--- src/uifc_pkg.sv ---
// Purpose: Shared constants and state carrier for the UART interrupt and
//          FIFO control block.
// Assumes: 3-bit register port, 8-bit data.
// Notes:   Offsets follow the usual UART register layout where needed.

package uifc_pkg;

	// ------------------------------------------------------------------
	// Register offsets
	// ------------------------------------------------------------------
	localparam int          ADDR_W         = 3;
	localparam logic [2:0]  OFS_HOLDING    = 3'h0; // Rx read / Tx write
	localparam logic [2:0]  OFS_ENABLE     = 3'h1;
	localparam logic [2:0]  OFS_STATUS     = 3'h2; // Read status, write FIFO
	localparam logic [2:0]  OFS_ENHANCED   = 3'h3;
	localparam logic [2:0]  OFS_MODEM_CTRL = 3'h4;
	localparam logic [2:0]  OFS_LINE       = 3'h5;
	localparam logic [2:0]  OFS_MODEM      = 3'h6;

	// ------------------------------------------------------------------
	// Field positions and reset values
	// ------------------------------------------------------------------
	localparam int          FC_ENABLE      = 0;
	localparam int          FC_RX_RESET    = 1;
	localparam int          FC_DMA         = 3;
	localparam int          EN_RX          = 0;
	localparam int          EN_TX          = 1;
	localparam int          EN_LINE        = 2;
	localparam int          EN_MODEM       = 3;
	localparam int          EN_XOFF        = 5;
	localparam int          EN_RTS         = 6;
	localparam int          EN_CTS         = 7;
	localparam int          EF_ENHANCE     = 4;
	localparam int          EF_AUTO_RTS    = 6;
	localparam int          EF_AUTO_CTS    = 7;
	localparam int          MC_OUT_TWO     = 3;
	localparam logic [7:0]  RESET_BYTE     = 8'h00;

	// ------------------------------------------------------------------
	// Interrupt status codes, bits 5..0
	// ------------------------------------------------------------------
	localparam logic [5:0]  CODE_LINE      = 6'h06;
	localparam logic [5:0]  CODE_TIMEOUT   = 6'h0c;
	localparam logic [5:0]  CODE_RX_DATA   = 6'h04;
	localparam logic [5:0]  CODE_TX_READY  = 6'h02;
	localparam logic [5:0]  CODE_MODEM     = 6'h00;
	localparam logic [5:0]  CODE_XOFF      = 6'h10;
	localparam logic [5:0]  CODE_FLOW      = 6'h20;
	localparam logic [5:0]  CODE_NONE      = 6'h01;

	// ------------------------------------------------------------------
	// Receive timeout: character times plus extra bit times
	// ------------------------------------------------------------------
	localparam int          TMO_CHARS      = 4;
	localparam int          TMO_EXTRA_BITS = 12;

	// Whole block state, registered as one word
	typedef struct packed {
		logic [7:0] interrupt_enable;
		logic       fifo_en;
		logic [3:0] trig_sel;
		logic       dma;
		logic [7:0] enhanced_feature_control;
		logic [7:0] modem_control;
		logic       rx_reset;
		logic       line_pend;
		logic       tx_pend;
		logic       tx_cond;
		logic       tmo_pend;
		logic [7:0] tmo_cnt;
		logic       xoff_pend;
		logic       xoff_stat;
		logic       flow_pend;
		logic       rts_q;
		logic       cts_q;
		logic [7:0] rdata;
		logic       rhr_rd;
		logic       msr_rd;
		logic       thr_wr;
		logic [7:0] thr_data;
	} uifc_state_type;

endpackage
--- src/uifc_ctrl.sv ---
// Purpose: Interrupt enable, prioritised status and FIFO control for one
//          UART channel, behind a plain register port.
// Assumes: FIFOs, shifters, flow engines live in the UART core; levels,
//          flags and pin states arrive synchronous to sys_clk_i.
// Notes:   Read data appear in the cycle after the read strobe only.
//
// How it works
// - FIFO mode: rx interrupt follows trigger level
// - Data-ready bit set while receive FIFO nonempty
// - Line status reports error, empty, FIFO flags
// - Rx interrupt: holding full or trigger reached
// - Tx interrupt on empty, also when enabled
// - Line errors raise interrupt on arrival
// - Upper enable bits need enhanced mode
// - Auto RTS rising edge raises interrupt
// - Auto CTS rising edge raises interrupt
// - Status read shows top source, Xoff state in bit4
// - Codes: line 06, timeout 0c, rx 04
// - Codes: tx 02, modem 00, xoff 10, flow 20
// - Timeout after four chars plus twelve bits
// - Tx interrupt cleared by status read, write
// - Line clears on read; rx by level
// - Modem status read clears modem, flow
// - Xoff cleared by status read; bit4 until Xon
// - Status bit0 low while any enabled source pending
// - Status bits 7:6 mirror FIFO enable
// - FIFO control needs enable bit written high
// - Rx FIFO reset pulse, self clearing
// - Enable bits mask the four basic sources
// - Modem control bit gates interrupt output

`timescale 1ns/1ps

module uifc_ctrl #(
	parameter int LEVEL_W = 8              // FIFO level counter width
) (
	input  wire logic               sys_clk_i,        // Core clock
	input  wire logic               sys_rst_i,        // Sync reset, high
	input  wire logic [2:0]         reg_addr_i,       // Register offset
	input  wire logic [7:0]         reg_wdata_i,      // Write data
	input  wire logic               reg_wr_i,         // Write strobe
	input  wire logic               reg_rd_i,         // Read strobe
	output logic      [7:0]         reg_rdata_o,      // Read data, +1 cycle
	input  wire logic [LEVEL_W-1:0] rx_level_i,       // Rx FIFO fill
	input  wire logic [LEVEL_W-1:0] rx_trigger_i,     // Rx trigger level
	input  wire logic [LEVEL_W-1:0] tx_level_i,       // Tx FIFO fill
	input  wire logic [LEVEL_W-1:0] tx_trigger_i,     // Tx trigger level
	input  wire logic [7:0]         rx_data_i,        // Head receive byte
	input  wire logic               rx_char_i,        // Char into Rx FIFO
	input  wire logic [3:0]         rx_err_i,         // Overrun..break
	input  wire logic               rx_fifo_err_i,    // Error in FIFO
	input  wire logic               thr_empty_i,      // Holding empty
	input  wire logic               tx_all_empty_i,   // FIFO+shifter empty
	input  wire logic               half_duplex_i,    // Auto direction
	input  wire logic               bit_tick_i,       // One per bit time
	input  wire logic [3:0]         char_bits_i,      // Bits per char
	input  wire logic [7:0]         modem_status_i,   // Modem status
	input  wire logic               xoff_detect_i,    // Xoff/special seen
	input  wire logic               xon_detect_i,     // Xon seen
	input  wire logic               rts_pin_i,        // RTS output level
	input  wire logic               cts_pin_i,        // CTS input level
	output logic                    irq_o,            // Interrupt out
	output logic                    general_output_two_o, // Spare output
	output logic                    fifo_enable_o,    // FIFOs enabled
	output logic      [3:0]         trigger_select_o, // Trigger fields
	output logic                    dma_mode_o,       // DMA mode
	output logic                    rx_fifo_reset_o,  // Rx FIFO reset
	output logic                    sleep_enable_o,   // Sleep request
	output logic                    auto_rts_o,       // Auto RTS enable
	output logic                    auto_cts_o,       // Auto CTS enable
	output logic                    rhr_read_o,       // Head byte taken
	output logic                    msr_read_o,       // Deltas to clear
	output logic                    thr_write_o,      // Tx byte strobe
	output logic      [7:0]         thr_data_o        // Tx byte
);

	// ------------------------------------------------------------------
	// Helpers
	// ------------------------------------------------------------------

	// Fixed priority: bit 0 of src is the highest level
	function automatic logic [5:0] top_code(input logic [6:0] src);
		logic [5:0] c;
		c = uifc_pkg::CODE_NONE;
		if (src[0]) begin
			c = uifc_pkg::CODE_LINE;
		end else if (src[1]) begin
			c = uifc_pkg::CODE_TIMEOUT;
		end else if (src[2]) begin
			c = uifc_pkg::CODE_RX_DATA;
		end else if (src[3]) begin
			c = uifc_pkg::CODE_TX_READY;
		end else if (src[4]) begin
			c = uifc_pkg::CODE_MODEM;
		end else if (src[5]) begin
			c = uifc_pkg::CODE_XOFF;
		end else if (src[6]) begin
			c = uifc_pkg::CODE_FLOW;
		end
		return c;
	endfunction

	// Access decode helper; neither strobe decode calls it
	function automatic logic hit(input logic stb, input logic [2:0] a,
		input logic [2:0] ofs);
		return stb && (a == ofs);
	endfunction

	// ------------------------------------------------------------------
	// State
	// ------------------------------------------------------------------
	uifc_pkg::uifc_state_type st;
	uifc_pkg::uifc_state_type next_st;

	logic       enh;
	logic [6:0] src;
	logic [5:0] code;
	logic [7:0] status_byte;
	logic [7:0] line_byte;
	logic       rx_nonempty;
	logic       rx_avail;
	logic       tx_cond;
	logic [7:0] tmo_limit;

	// Source levels, masked by enables before priority
	always_comb begin
		enh         = st.enhanced_feature_control[uifc_pkg::EF_ENHANCE];
		rx_nonempty = (rx_level_i != '0);
		// Holding register in non-FIFO mode, trigger in FIFO mode
		rx_avail = st.fifo_en ? (rx_level_i >= rx_trigger_i)
			: rx_nonempty;
		// Empty condition for the transmit interrupt
		tx_cond = st.fifo_en ? ((tx_level_i < tx_trigger_i)
			|| (tx_level_i == '0)) : thr_empty_i;
		if (half_duplex_i) begin
			tx_cond = tx_all_empty_i;
		end
		src[0] = st.line_pend && st.interrupt_enable[uifc_pkg::EN_LINE];
		src[1] = st.tmo_pend && st.interrupt_enable[uifc_pkg::EN_RX];
		src[2] = rx_avail && st.interrupt_enable[uifc_pkg::EN_RX];
		src[3] = st.tx_pend && st.interrupt_enable[uifc_pkg::EN_TX];
		src[4] = (|modem_status_i[3:0])
			&& st.interrupt_enable[uifc_pkg::EN_MODEM];
		src[5] = st.xoff_pend && enh
			&& st.interrupt_enable[uifc_pkg::EN_XOFF];
		src[6] = st.flow_pend && enh;
		code   = top_code(src);
	end

	// Readable status words
	always_comb begin
		status_byte      = {st.fifo_en, st.fifo_en, code};
		// Bit 4 holds after the Xoff until an Xon arrives
		status_byte[4]   = code[4] || (enh && st.xoff_stat);
		if (!enh) begin
			status_byte[5:4] = 2'b00;
		end
		line_byte = {rx_fifo_err_i, tx_all_empty_i, thr_empty_i,
			rx_err_i, rx_nonempty};
		// Bit count is four characters plus twelve bits
		tmo_limit = 8'(uifc_pkg::TMO_CHARS) * {4'h0, char_bits_i}
			+ 8'(uifc_pkg::TMO_EXTRA_BITS);
	end

	// ------------------------------------------------------------------
	// Next state
	// ------------------------------------------------------------------
	always_comb begin
		next_st          = st;
		next_st.rdata    = '0;
		next_st.rx_reset = 1'b0;
		next_st.rhr_rd   = 1'b0;
		next_st.msr_rd   = 1'b0;
		next_st.thr_wr   = 1'b0;
		next_st.tx_cond  = tx_cond;
		next_st.rts_q    = rts_pin_i;
		next_st.cts_q    = cts_pin_i;

		// Reads: data for the next cycle, plus clearing side effects
		if (reg_rd_i) begin
			unique case (reg_addr_i)
				uifc_pkg::OFS_HOLDING: begin
					next_st.rdata    = rx_data_i;
					next_st.rhr_rd   = 1'b1;
					next_st.tmo_pend = 1'b0;
				end
				uifc_pkg::OFS_ENABLE:     next_st.rdata = st.interrupt_enable;
				uifc_pkg::OFS_STATUS: begin
					next_st.rdata = status_byte;
					// Only a reported Tx or Xoff source is acknowledged
					if (code == uifc_pkg::CODE_TX_READY) begin
						next_st.tx_pend = 1'b0;
					end
					if (code == uifc_pkg::CODE_XOFF) begin
						next_st.xoff_pend = 1'b0;
					end
				end
				uifc_pkg::OFS_ENHANCED:   next_st.rdata = st.enhanced_feature_control;
				uifc_pkg::OFS_MODEM_CTRL: next_st.rdata = st.modem_control;
				uifc_pkg::OFS_LINE: begin
					next_st.rdata     = line_byte;
					// Flags stay in the core until bytes leave
					next_st.line_pend = 1'b0;
				end
				uifc_pkg::OFS_MODEM: begin
					next_st.rdata     = modem_status_i;
					next_st.msr_rd    = 1'b1;
					next_st.flow_pend = 1'b0;
				end
				default: next_st.rdata = '0;                // Unmapped
			endcase
		end

		// Writes
		if (reg_wr_i) begin
			unique case (reg_addr_i)
				uifc_pkg::OFS_HOLDING: begin
					next_st.thr_wr   = 1'b1;
					next_st.thr_data = reg_wdata_i;
					next_st.tx_pend  = 1'b0;
				end
				uifc_pkg::OFS_ENABLE: begin
					next_st.interrupt_enable[3:0] = reg_wdata_i[3:0];
					if (enh) begin
						next_st.interrupt_enable[7:4] = reg_wdata_i[7:4];
					end
					// Enabling onto an already empty holding register
					if (reg_wdata_i[uifc_pkg::EN_TX]
						&& !st.interrupt_enable[uifc_pkg::EN_TX] && tx_cond) begin
						next_st.tx_pend = 1'b1;
					end
				end
				uifc_pkg::OFS_STATUS: begin
					next_st.fifo_en = reg_wdata_i[uifc_pkg::FC_ENABLE];
					// Other fields only land with the enable bit high
					if (reg_wdata_i[uifc_pkg::FC_ENABLE]) begin
						next_st.rx_reset =
							reg_wdata_i[uifc_pkg::FC_RX_RESET];
						next_st.dma = reg_wdata_i[uifc_pkg::FC_DMA];
						next_st.trig_sel[3:2] = reg_wdata_i[7:6];
						if (enh) begin
							next_st.trig_sel[1:0] =
								reg_wdata_i[5:4];
						end
					end
				end
				uifc_pkg::OFS_ENHANCED:   next_st.enhanced_feature_control = reg_wdata_i;
				uifc_pkg::OFS_MODEM_CTRL: begin
					next_st.modem_control[4:0] = reg_wdata_i[4:0];
					if (enh) begin
						next_st.modem_control[7:5] = reg_wdata_i[7:5];
					end
				end
				default: begin
					// Read-only or unmapped: write is dropped
				end
			endcase
		end

		// Event sets come last so a same-cycle clear loses
		if (rx_char_i && (|rx_err_i)) begin
			next_st.line_pend = 1'b1;
		end
		if (tx_cond && !st.tx_cond) begin
			next_st.tx_pend = 1'b1;
		end
		if (xoff_detect_i) begin
			next_st.xoff_pend = 1'b1;
			next_st.xoff_stat = 1'b1;
		end else if (xon_detect_i) begin
			next_st.xoff_stat = 1'b0;
		end
		if (rts_pin_i && !st.rts_q && st.enhanced_feature_control[uifc_pkg::EF_AUTO_RTS]
			&& st.interrupt_enable[uifc_pkg::EN_RTS]) begin
			next_st.flow_pend = 1'b1;
		end
		if (cts_pin_i && !st.cts_q && st.enhanced_feature_control[uifc_pkg::EF_AUTO_CTS]
			&& st.interrupt_enable[uifc_pkg::EN_CTS]) begin
			next_st.flow_pend = 1'b1;
		end

		// Receive timeout: restart on arrival or read, idle when empty
		if (rx_char_i || next_st.rhr_rd || !rx_nonempty
			|| !st.fifo_en || next_st.rx_reset) begin
			next_st.tmo_cnt = '0;
		end else if (bit_tick_i && !st.tmo_pend) begin
			if (st.tmo_cnt + 8'h01 >= tmo_limit) begin
				next_st.tmo_pend = 1'b1;
				next_st.tmo_cnt  = '0;
			end else begin
				next_st.tmo_cnt = st.tmo_cnt + 8'h01;
			end
		end
	end

	// ------------------------------------------------------------------
	// Registers
	// ------------------------------------------------------------------
	always_ff @(posedge sys_clk_i) begin
		if (sys_rst_i) begin
			st          <= '0;
			st.interrupt_enable      <= uifc_pkg::RESET_BYTE;
			st.enhanced_feature_control      <= uifc_pkg::RESET_BYTE;
			st.modem_control      <= uifc_pkg::RESET_BYTE;
		end else begin
			st <= next_st;
		end
	end

	// ------------------------------------------------------------------
	// Outputs
	// ------------------------------------------------------------------
	// Interrupt pin gated by the modem control output bit
	assign irq_o = (code != uifc_pkg::CODE_NONE)
		&& st.modem_control[uifc_pkg::MC_OUT_TWO];
	assign general_output_two_o = st.modem_control[uifc_pkg::MC_OUT_TWO];
	assign reg_rdata_o          = st.rdata;
	assign fifo_enable_o        = st.fifo_en;
	assign trigger_select_o     = st.trig_sel;
	assign dma_mode_o           = st.dma;
	assign rx_fifo_reset_o      = st.rx_reset;
	assign sleep_enable_o       = st.interrupt_enable[4] && enh;
	assign auto_rts_o           = st.enhanced_feature_control[uifc_pkg::EF_AUTO_RTS];
	assign auto_cts_o           = st.enhanced_feature_control[uifc_pkg::EF_AUTO_CTS];
	assign rhr_read_o           = st.rhr_rd;
	assign msr_read_o           = st.msr_rd;
	assign thr_write_o          = st.thr_wr;
	assign thr_data_o           = st.thr_data;

endmodule // uifc_ctrl

--- config.mk ---
export PLATFORM = sky130hd
export DESIGN_NAME = uifc_ctrl
export DESIGN_NICKNAME = d
export VERILOG_FILES = /design/src/uifc_pkg.sv /design/src/uifc_ctrl.sv
export SDC_FILE = /design/constraint.sdc
export NUM_CORES = 1
export LEC_CHECK = 0
export ABC_AREA = 1
export BUFFER_PORTS_ARGS = -buffer_cell sky130_fd_sc_hd__buf_4
export CORE_ASPECT_RATIO = 1.2
export CORE_UTILIZATION = 50
export DETAILED_ROUTE_END_ITERATION = 8
export MAX_ROUTING_LAYER = met4
export PLACE_DENSITY = 0.78
export SYNTH_ARGS = -nofsm -noshare
export SYNTH_HDL_FRONTEND = slang
export SYNTH_SLANG_ARGS = --single-unit
--- constraint.sdc ---
create_clock -name sys_clk_i -period 2.6 [get_ports sys_clk_i]
set_input_delay 0.13 -clock sys_clk_i [delete_from_list [all_inputs] [get_ports sys_clk_i]]
set_output_delay 0.13 -clock sys_clk_i [all_outputs]
set_load 0.01 [all_outputs]
# Word level (Yosys, flattened, before mapping)
# Cells that the tools add are included.
# W data, S select, Z words.
[totals] ff_bits=67 output_inout_bits=31 wordCells=148
[classes] add_sub_neg=2 n_lt_le_gt_ge=3 eq_ne=9 n_mux=44 n_bitwise=2 n_reduce_logical=63
[op_table] operator="$pmux W8 S7" n=1
[op_table] operator="$mux W6" n=7
[op_table] operator="$mux W1" n=29
[op_table] operator="$logic_and A1 B1 Y1" n=22
[op_table] operator="$mux W9" n=2
[op_table] operator="$reduce_and A2 Y1" n=7
[op_table] operator="$reduce_and A3 Y1" n=4
[op_table] operator="$reduce_bool A2 Y1" n=6
[op_table] operator="$eq A3 B3 Y1 const B" n=3
[op_table] operator="$add A8 B1 Y8 const B" n=1
[op_table] operator="$ge A8 B7 Y1" n=1
[op_table] operator="$ge A8 B8 Y1" n=1
[op_table] operator="$logic_not A8 Y1" n=1
[op_table] operator="$lt A8 B8 Y1" n=1
[op_table] operator="$mux W8" n=1
[op_table] operator="$reduce_bool A8 Y1" n=1
[op_table] operator="$reduce_or A4 Y1" n=2
[op_table] operator="$add A6 B4 Y7 const B" n=1
[op_table] operator="$logic_not A1 Y1" n=7
[op_table] operator="$eq A3 B2 Y1 const B" n=2
[op_table] operator="$eq A6 B2 Y1 const B" n=1
[op_table] operator="$eq A6 B5 Y1 const B" n=1
[op_table] operator="$logic_or A1 B1 Y1" n=6
[op_table] operator="$mux W2" n=3
[op_table] operator="other kinds (8)" n=12

# Depth between registers and ports, before layout
[depth] depth_word=16 mapped_depth=16

# Worst setup path after synthesis
# No wires, ideal clock.
[synth_path] kind="register -> register" from="reg st[26] in the netlist's numbering" to="reg st[32] in the netlist's numbering" arrival_ns=1.756 t_required_ns=2.468 slack_ns=0.712 stages_incl_launch_ff=13 period_less_slack_ns=1.888 cell_sequence="dfxtp_1 nand2_1 nor2_2 xnor2_1 inv_1 ha_1 a21oi_1 nor2_1 o21a_1 o21ai_4 nand2_1 nand2_1 a21oi_1"
[synth_between] elab_chain_cells=5
[synth_lines] item="start, declared" line_no="uifc_ctrl.sv:112" rtl="uifc_pkg::uifc_state_type st;"
[synth_lines] item="start signal, assigned" line_no="uifc_ctrl.sv:306" rtl="st <= next_st;"
[synth_lines] item="$add A8 B1 Y8" line_no="uifc_ctrl.sv:287" rtl="if (st.tmo_cnt + 8'h01 >= tmo_limit) begin"
[synth_lines] item="$ge A8 B7 Y1" line_no="uifc_ctrl.sv:287"
[synth_lines] item="$mux W1" line_no="uifc_ctrl.sv:287"
[synth_lines] item="$mux W9" line_no="uifc_ctrl.sv:286" rtl="end else if (bit_tick_i && !st.tmo_pend) begin"
[synth_lines] item="$mux W1" line_no="uifc_ctrl.sv:283" rtl="if (rx_char_i || next_st.rhr_rd || !rx_nonempty"
# Every way passes these cells.
# A chain may end at the register's enable or synchronous reset.

# Worst setup path in the final report
[layout_path] from="reg st[26] in the netlist's numbering" to="reg st[25] in the netlist's numbering"
[layout_between] elab_chain_cells=3
[layout_lines] item="$add A8 B1 Y8" line_no="uifc_ctrl.sv:287"
[layout_lines] item="$ge A8 B7 Y1" line_no="uifc_ctrl.sv:287"
[layout_lines] item="$mux W8" line_no="uifc_ctrl.sv:287"
# Every way passes these cells.

==> flow_metrics.env <==
export IMPL_pre_cts_slack_ns=0.502
export IMPL_die_h_um=96.9
export IMPL_fin_crit_ns=2.16
export IMPL_drive_above_1_share=0.247
export IMPL_p_leak_nw=2.28
export IMPL_worst_path_buf_inv=1
export IMPL_cp_data_arrival_time_ns=2.43
export IMPL_pin_count=112
export IMPL_dieArea_um2=7850
export IMPL_synth_xor_area_share=0.0140
export IMPL_crit_required_ns=2.87
export IMPL_fin_total_pwr_mw=2.38
export IMPL_grt_first_pass_wirelength_mm=16.2
export IMPL_synthSimpleGateAreaFrac=0.232
export IMPL_tightestPinTransition_ns=0.464
export IMPL_setup_viol=0
export IMPL_gp_congestion=0.939
export IMPL_setup_ws_ns=0.445
export IMPL_drv_slew=0
export IMPL_holdWs_ns=0.00623
export IMPL_seq_power_share=0.447
export IMPL_muxShareOfSynthArea=0
export IMPL_cpPeakStageDelay_ns=0.39
export IMPL_relSlewSlack=0.690
export IMPL_setup_tns_ns=0
export IMPL_rsz0062_at_grt="false"
export IMPL_dp_hpwl_mm=7.74
export IMPL_fin_area_um2=4760
export IMPL_syn_to_final_growth_pct=26.9
export IMPL_worstSetupStartpointType="register"
export IMPL_async_flop_share=0
export IMPL_htreeDepth=3
export IMPL_worstPathCellList="nand2_1, nor2_2, xnor2_1, inv_1, ha_1, a21oi_1, nor2_1, o21a_1, o21ai_4, nand3b_1, a21oi_1"
export IMPL_antenna_cells=0
export IMPL_r2r_slack_ns=0.44
export IMPL_synthCells=526
export IMPL_synth_edf_count=0
export IMPL_power_switching_mw=0.583
export IMPL_numPlacedInstances=702
export IMPL_utilization=0.654
export IMPL_synth_distinct_cells=41
export IMPL_fin_crit_sh=0.829
export IMPL_crit_path_end_kind="register"
export IMPL_worstSetupPathType="reg -> reg"
export IMPL_groute_usage_overall=0.273
export IMPL_fin_cells=718
export IMPL_regToRegEndpoint="st[25]$_SDFFE_PP0P_"
export IMPL_cts_tree="built"
export IMPL_post_cts_buffers=0
export IMPL_wl_per_cell_um=13.8
export IMPL_synthAdderAreaFrac=0.0767
export IMPL_crit_slowest_cell="dfxtp_1"
export IMPL_pwr_share_clk=0.413
export IMPL_clkTransAtPathRegs_ns=0.07
export IMPL_ys_ff_latch=67
export IMPL_path_common_cell="a21oi_1"
export IMPL_ys_warn_count=0
export IMPL_hold_start="rts_pin_i"
export IMPL_fp_row_count=34
export IMPL_clock_root_buffer="clkbuf_8"
export IMPL_power_frac_comb=0.140
export IMPL_detail_route_antenna_nets=0
export IMPL_finalHoldViolCount=0
export IMPL_grt_start_max_net_pins=18
export IMPL_antenna_found_initial=0
export IMPL_fin_nets=727
export IMPL_internal_power_mw=1.80
export IMPL_clkSinkCount=67
export IMPL_cts_buffer_depth=2
export IMPL_yosysSeqAreaShare=0.358
export IMPL_routed_via_count=3827
export IMPL_coreArea_um2=7270
export IMPL_min_path_type="in -> reg"
export IMPL_grt_overflow=0
export IMPL_io_buffer_count=111
export IMPL_cp_startpoint="st[26]$_SDFFE_PP0P_"
export IMPL_grt_pass1_vias=3629
export IMPL_maxCapViolations=0
export IMPL_ctsHoldBuffers=0
export IMPL_avgSynthCellArea_um2=7.13
export IMPL_synthFlopType="dfxtp_1"
export IMPL_insertion_delay_ns=0.35
export IMPL_hold_end="st[20]$_SDFF_PP0_"
export IMPL_synth_top_family_by_area="simple AND/OR/NAND/NOR gates"
export IMPL_syn_nets=630
export IMPL_routed_wl_mm=9.89
export IMPL_critical_path_peak_fanout=8
export IMPL_cp_depth=11
export IMPL_first_iter_violations=300
export IMPL_drc=0
export IMPL_switching_share=0.245
export IMPL_cellPowerDensity_nw_per_um2=501
export IMPL_placement_cell_area_um2=4530
export IMPL_start_util=0.516
export IMPL_cp_top_family="compound AO/OA/AOI/OAI gates"
export IMPL_syn_area_um2=3750
export IMPL_ctsResizeCount=0
export IMPL_synth_compound_area_frac=0.189
export IMPL_hold_path_depth=3
export IMPL_die_x_um=81.1
export IMPL_dr_pass1_iters=5
export IMPL_irDropWorstVdd_mv=0.472
export IMPL_worst_clock_skew_ns=0.0124
export IMPL_clock_fmax_mhz=464
export IMPL_cts_made_buffers=9
export IMPL_status="completed"
export IMPL_rr_worst_depth=11
export IMPL_rr_startpoint="st[26]$_SDFFE_PP0P_"
export IMPL_via_per_inst=5.33
==> logic make-up after synthesis <==
kind of cell / count (synthesis)
compound gates: 123
xor+xnor: 6
fa+ha+maj: 23
buf+inv: 110
flops: 67
simple gates: 197
==> power by group through the flow <==
stage | clock network (mW) | logic [mW] | registers (mW)
after global routing | 1.05 | 0.371 | 1.07
after CTS | 0.995 | 0.332 | 1.07
after detailed placement | 0 | 0.330 | 1.09
after floorplan | 0 | 0.168 | 1.09
after global placement | 0 | 0.320 | 1.09
final | 0.985 | 0.333 | 1.07
==> synth_stat cells (3+ instances only) <==
cell,number,area (um^2)
clkbuf_1,5,18.8
ha_1,23,288
o21ai_1,9,45.0
inv_2,14,52.6
nand4_1,3,18.8
a221oi_1,4,35.0
a22o_1,5,43.8
dfxtp_1,67,1340
buf_4,20,150
nand3b_1,4,30.0
nor3_1,10,50.1
a21oi_1,49,245
nor2_2,5,31.3
xor2_1,4,35.0
nand2_1,90,338
nand3_1,17,85.1
o21ai_0,40,200
inv_1,70,263
nor2_1,59,221
==> metal layers <==
metal / global-route usage / vias up / wire length (um)
met2: 0.437 / 177 / 4570
met3: 0.0425 / 31 / 770
met1: 0.330 / 1709 / 4260
met5: - / - / 0
met4: 0.126 / 0 / 293
li1: - / 1910 / -
==> worst register-to-register path, stage by stage (launching register included) <==
cell      delay (ns)
dfxtp_1         0.39
nand2_1         0.08
nor2_2          0.18
xnor2_1         0.17
inv_1           0.07
ha_1            0.30
a21oi_1         0.15
nor2_1          0.05
o21a_1          0.19
o21ai_4         0.25
nand3b_1        0.13
a21oi_1         0.13
==> flip-flops by register name (all words and copies together), names as in the netlist, 4 cells and up <==
signal / cells
trigger_select_o: 4
thr_data_o: 8
reg_rdata_o: 8
st: 37
==> worst max-delay path by stage <==
stage / slack (ns) / to
final: 0.44 / st[25]$_SDFFE_PP0P_
after global routing: 0.18 / st[29]$_SDFFE_PP0P_
after CTS: 0.47 / st[25]$_SDFFE_PP0P_
after detailed placement: 0.50 / st[32]$_SDFF_PP0_
after global placement: 0.60 / st[32]$_SDFF_PP0_
after floorplan: 0.71 / st[32]$_SDFF_PP0_
==> final cells by class <==
type	instances	area (um^2)
Clock buffer	12	155
Timing Repair Buffer	112	841
Multi-Input combinational cell	349	1920
Tap cell	90	113
Clock inverter	4	72.6
Sequential cell	67	1340
Inverter	84	315
Fill cell	643	2520
==> placed cells by master, fill, tap and decap left out, types with 5 or more instances in the layout <==
cell type | synthesis | layout
nand3_1 | 17 | 17
nor3_1 | 10 | 10
dfxtp_1 | 67 | 67
a21oi_1 | 49 | 49
inv_2 | 14 | 14
buf_4 | 20 | 112
nor2_1 | 59 | 59
nand2_1 | 90 | 90
ha_1 | 23 | 23
nor2_2 | 5 | 5
clkbuf_8 | 0 | 11
inv_1 | 70 | 70
o21ai_0 | 40 | 40
o21ai_1 | 9 | 9
a22o_1 | 5 | 5
No activity file was read; power rests on OpenSTA's default activity.
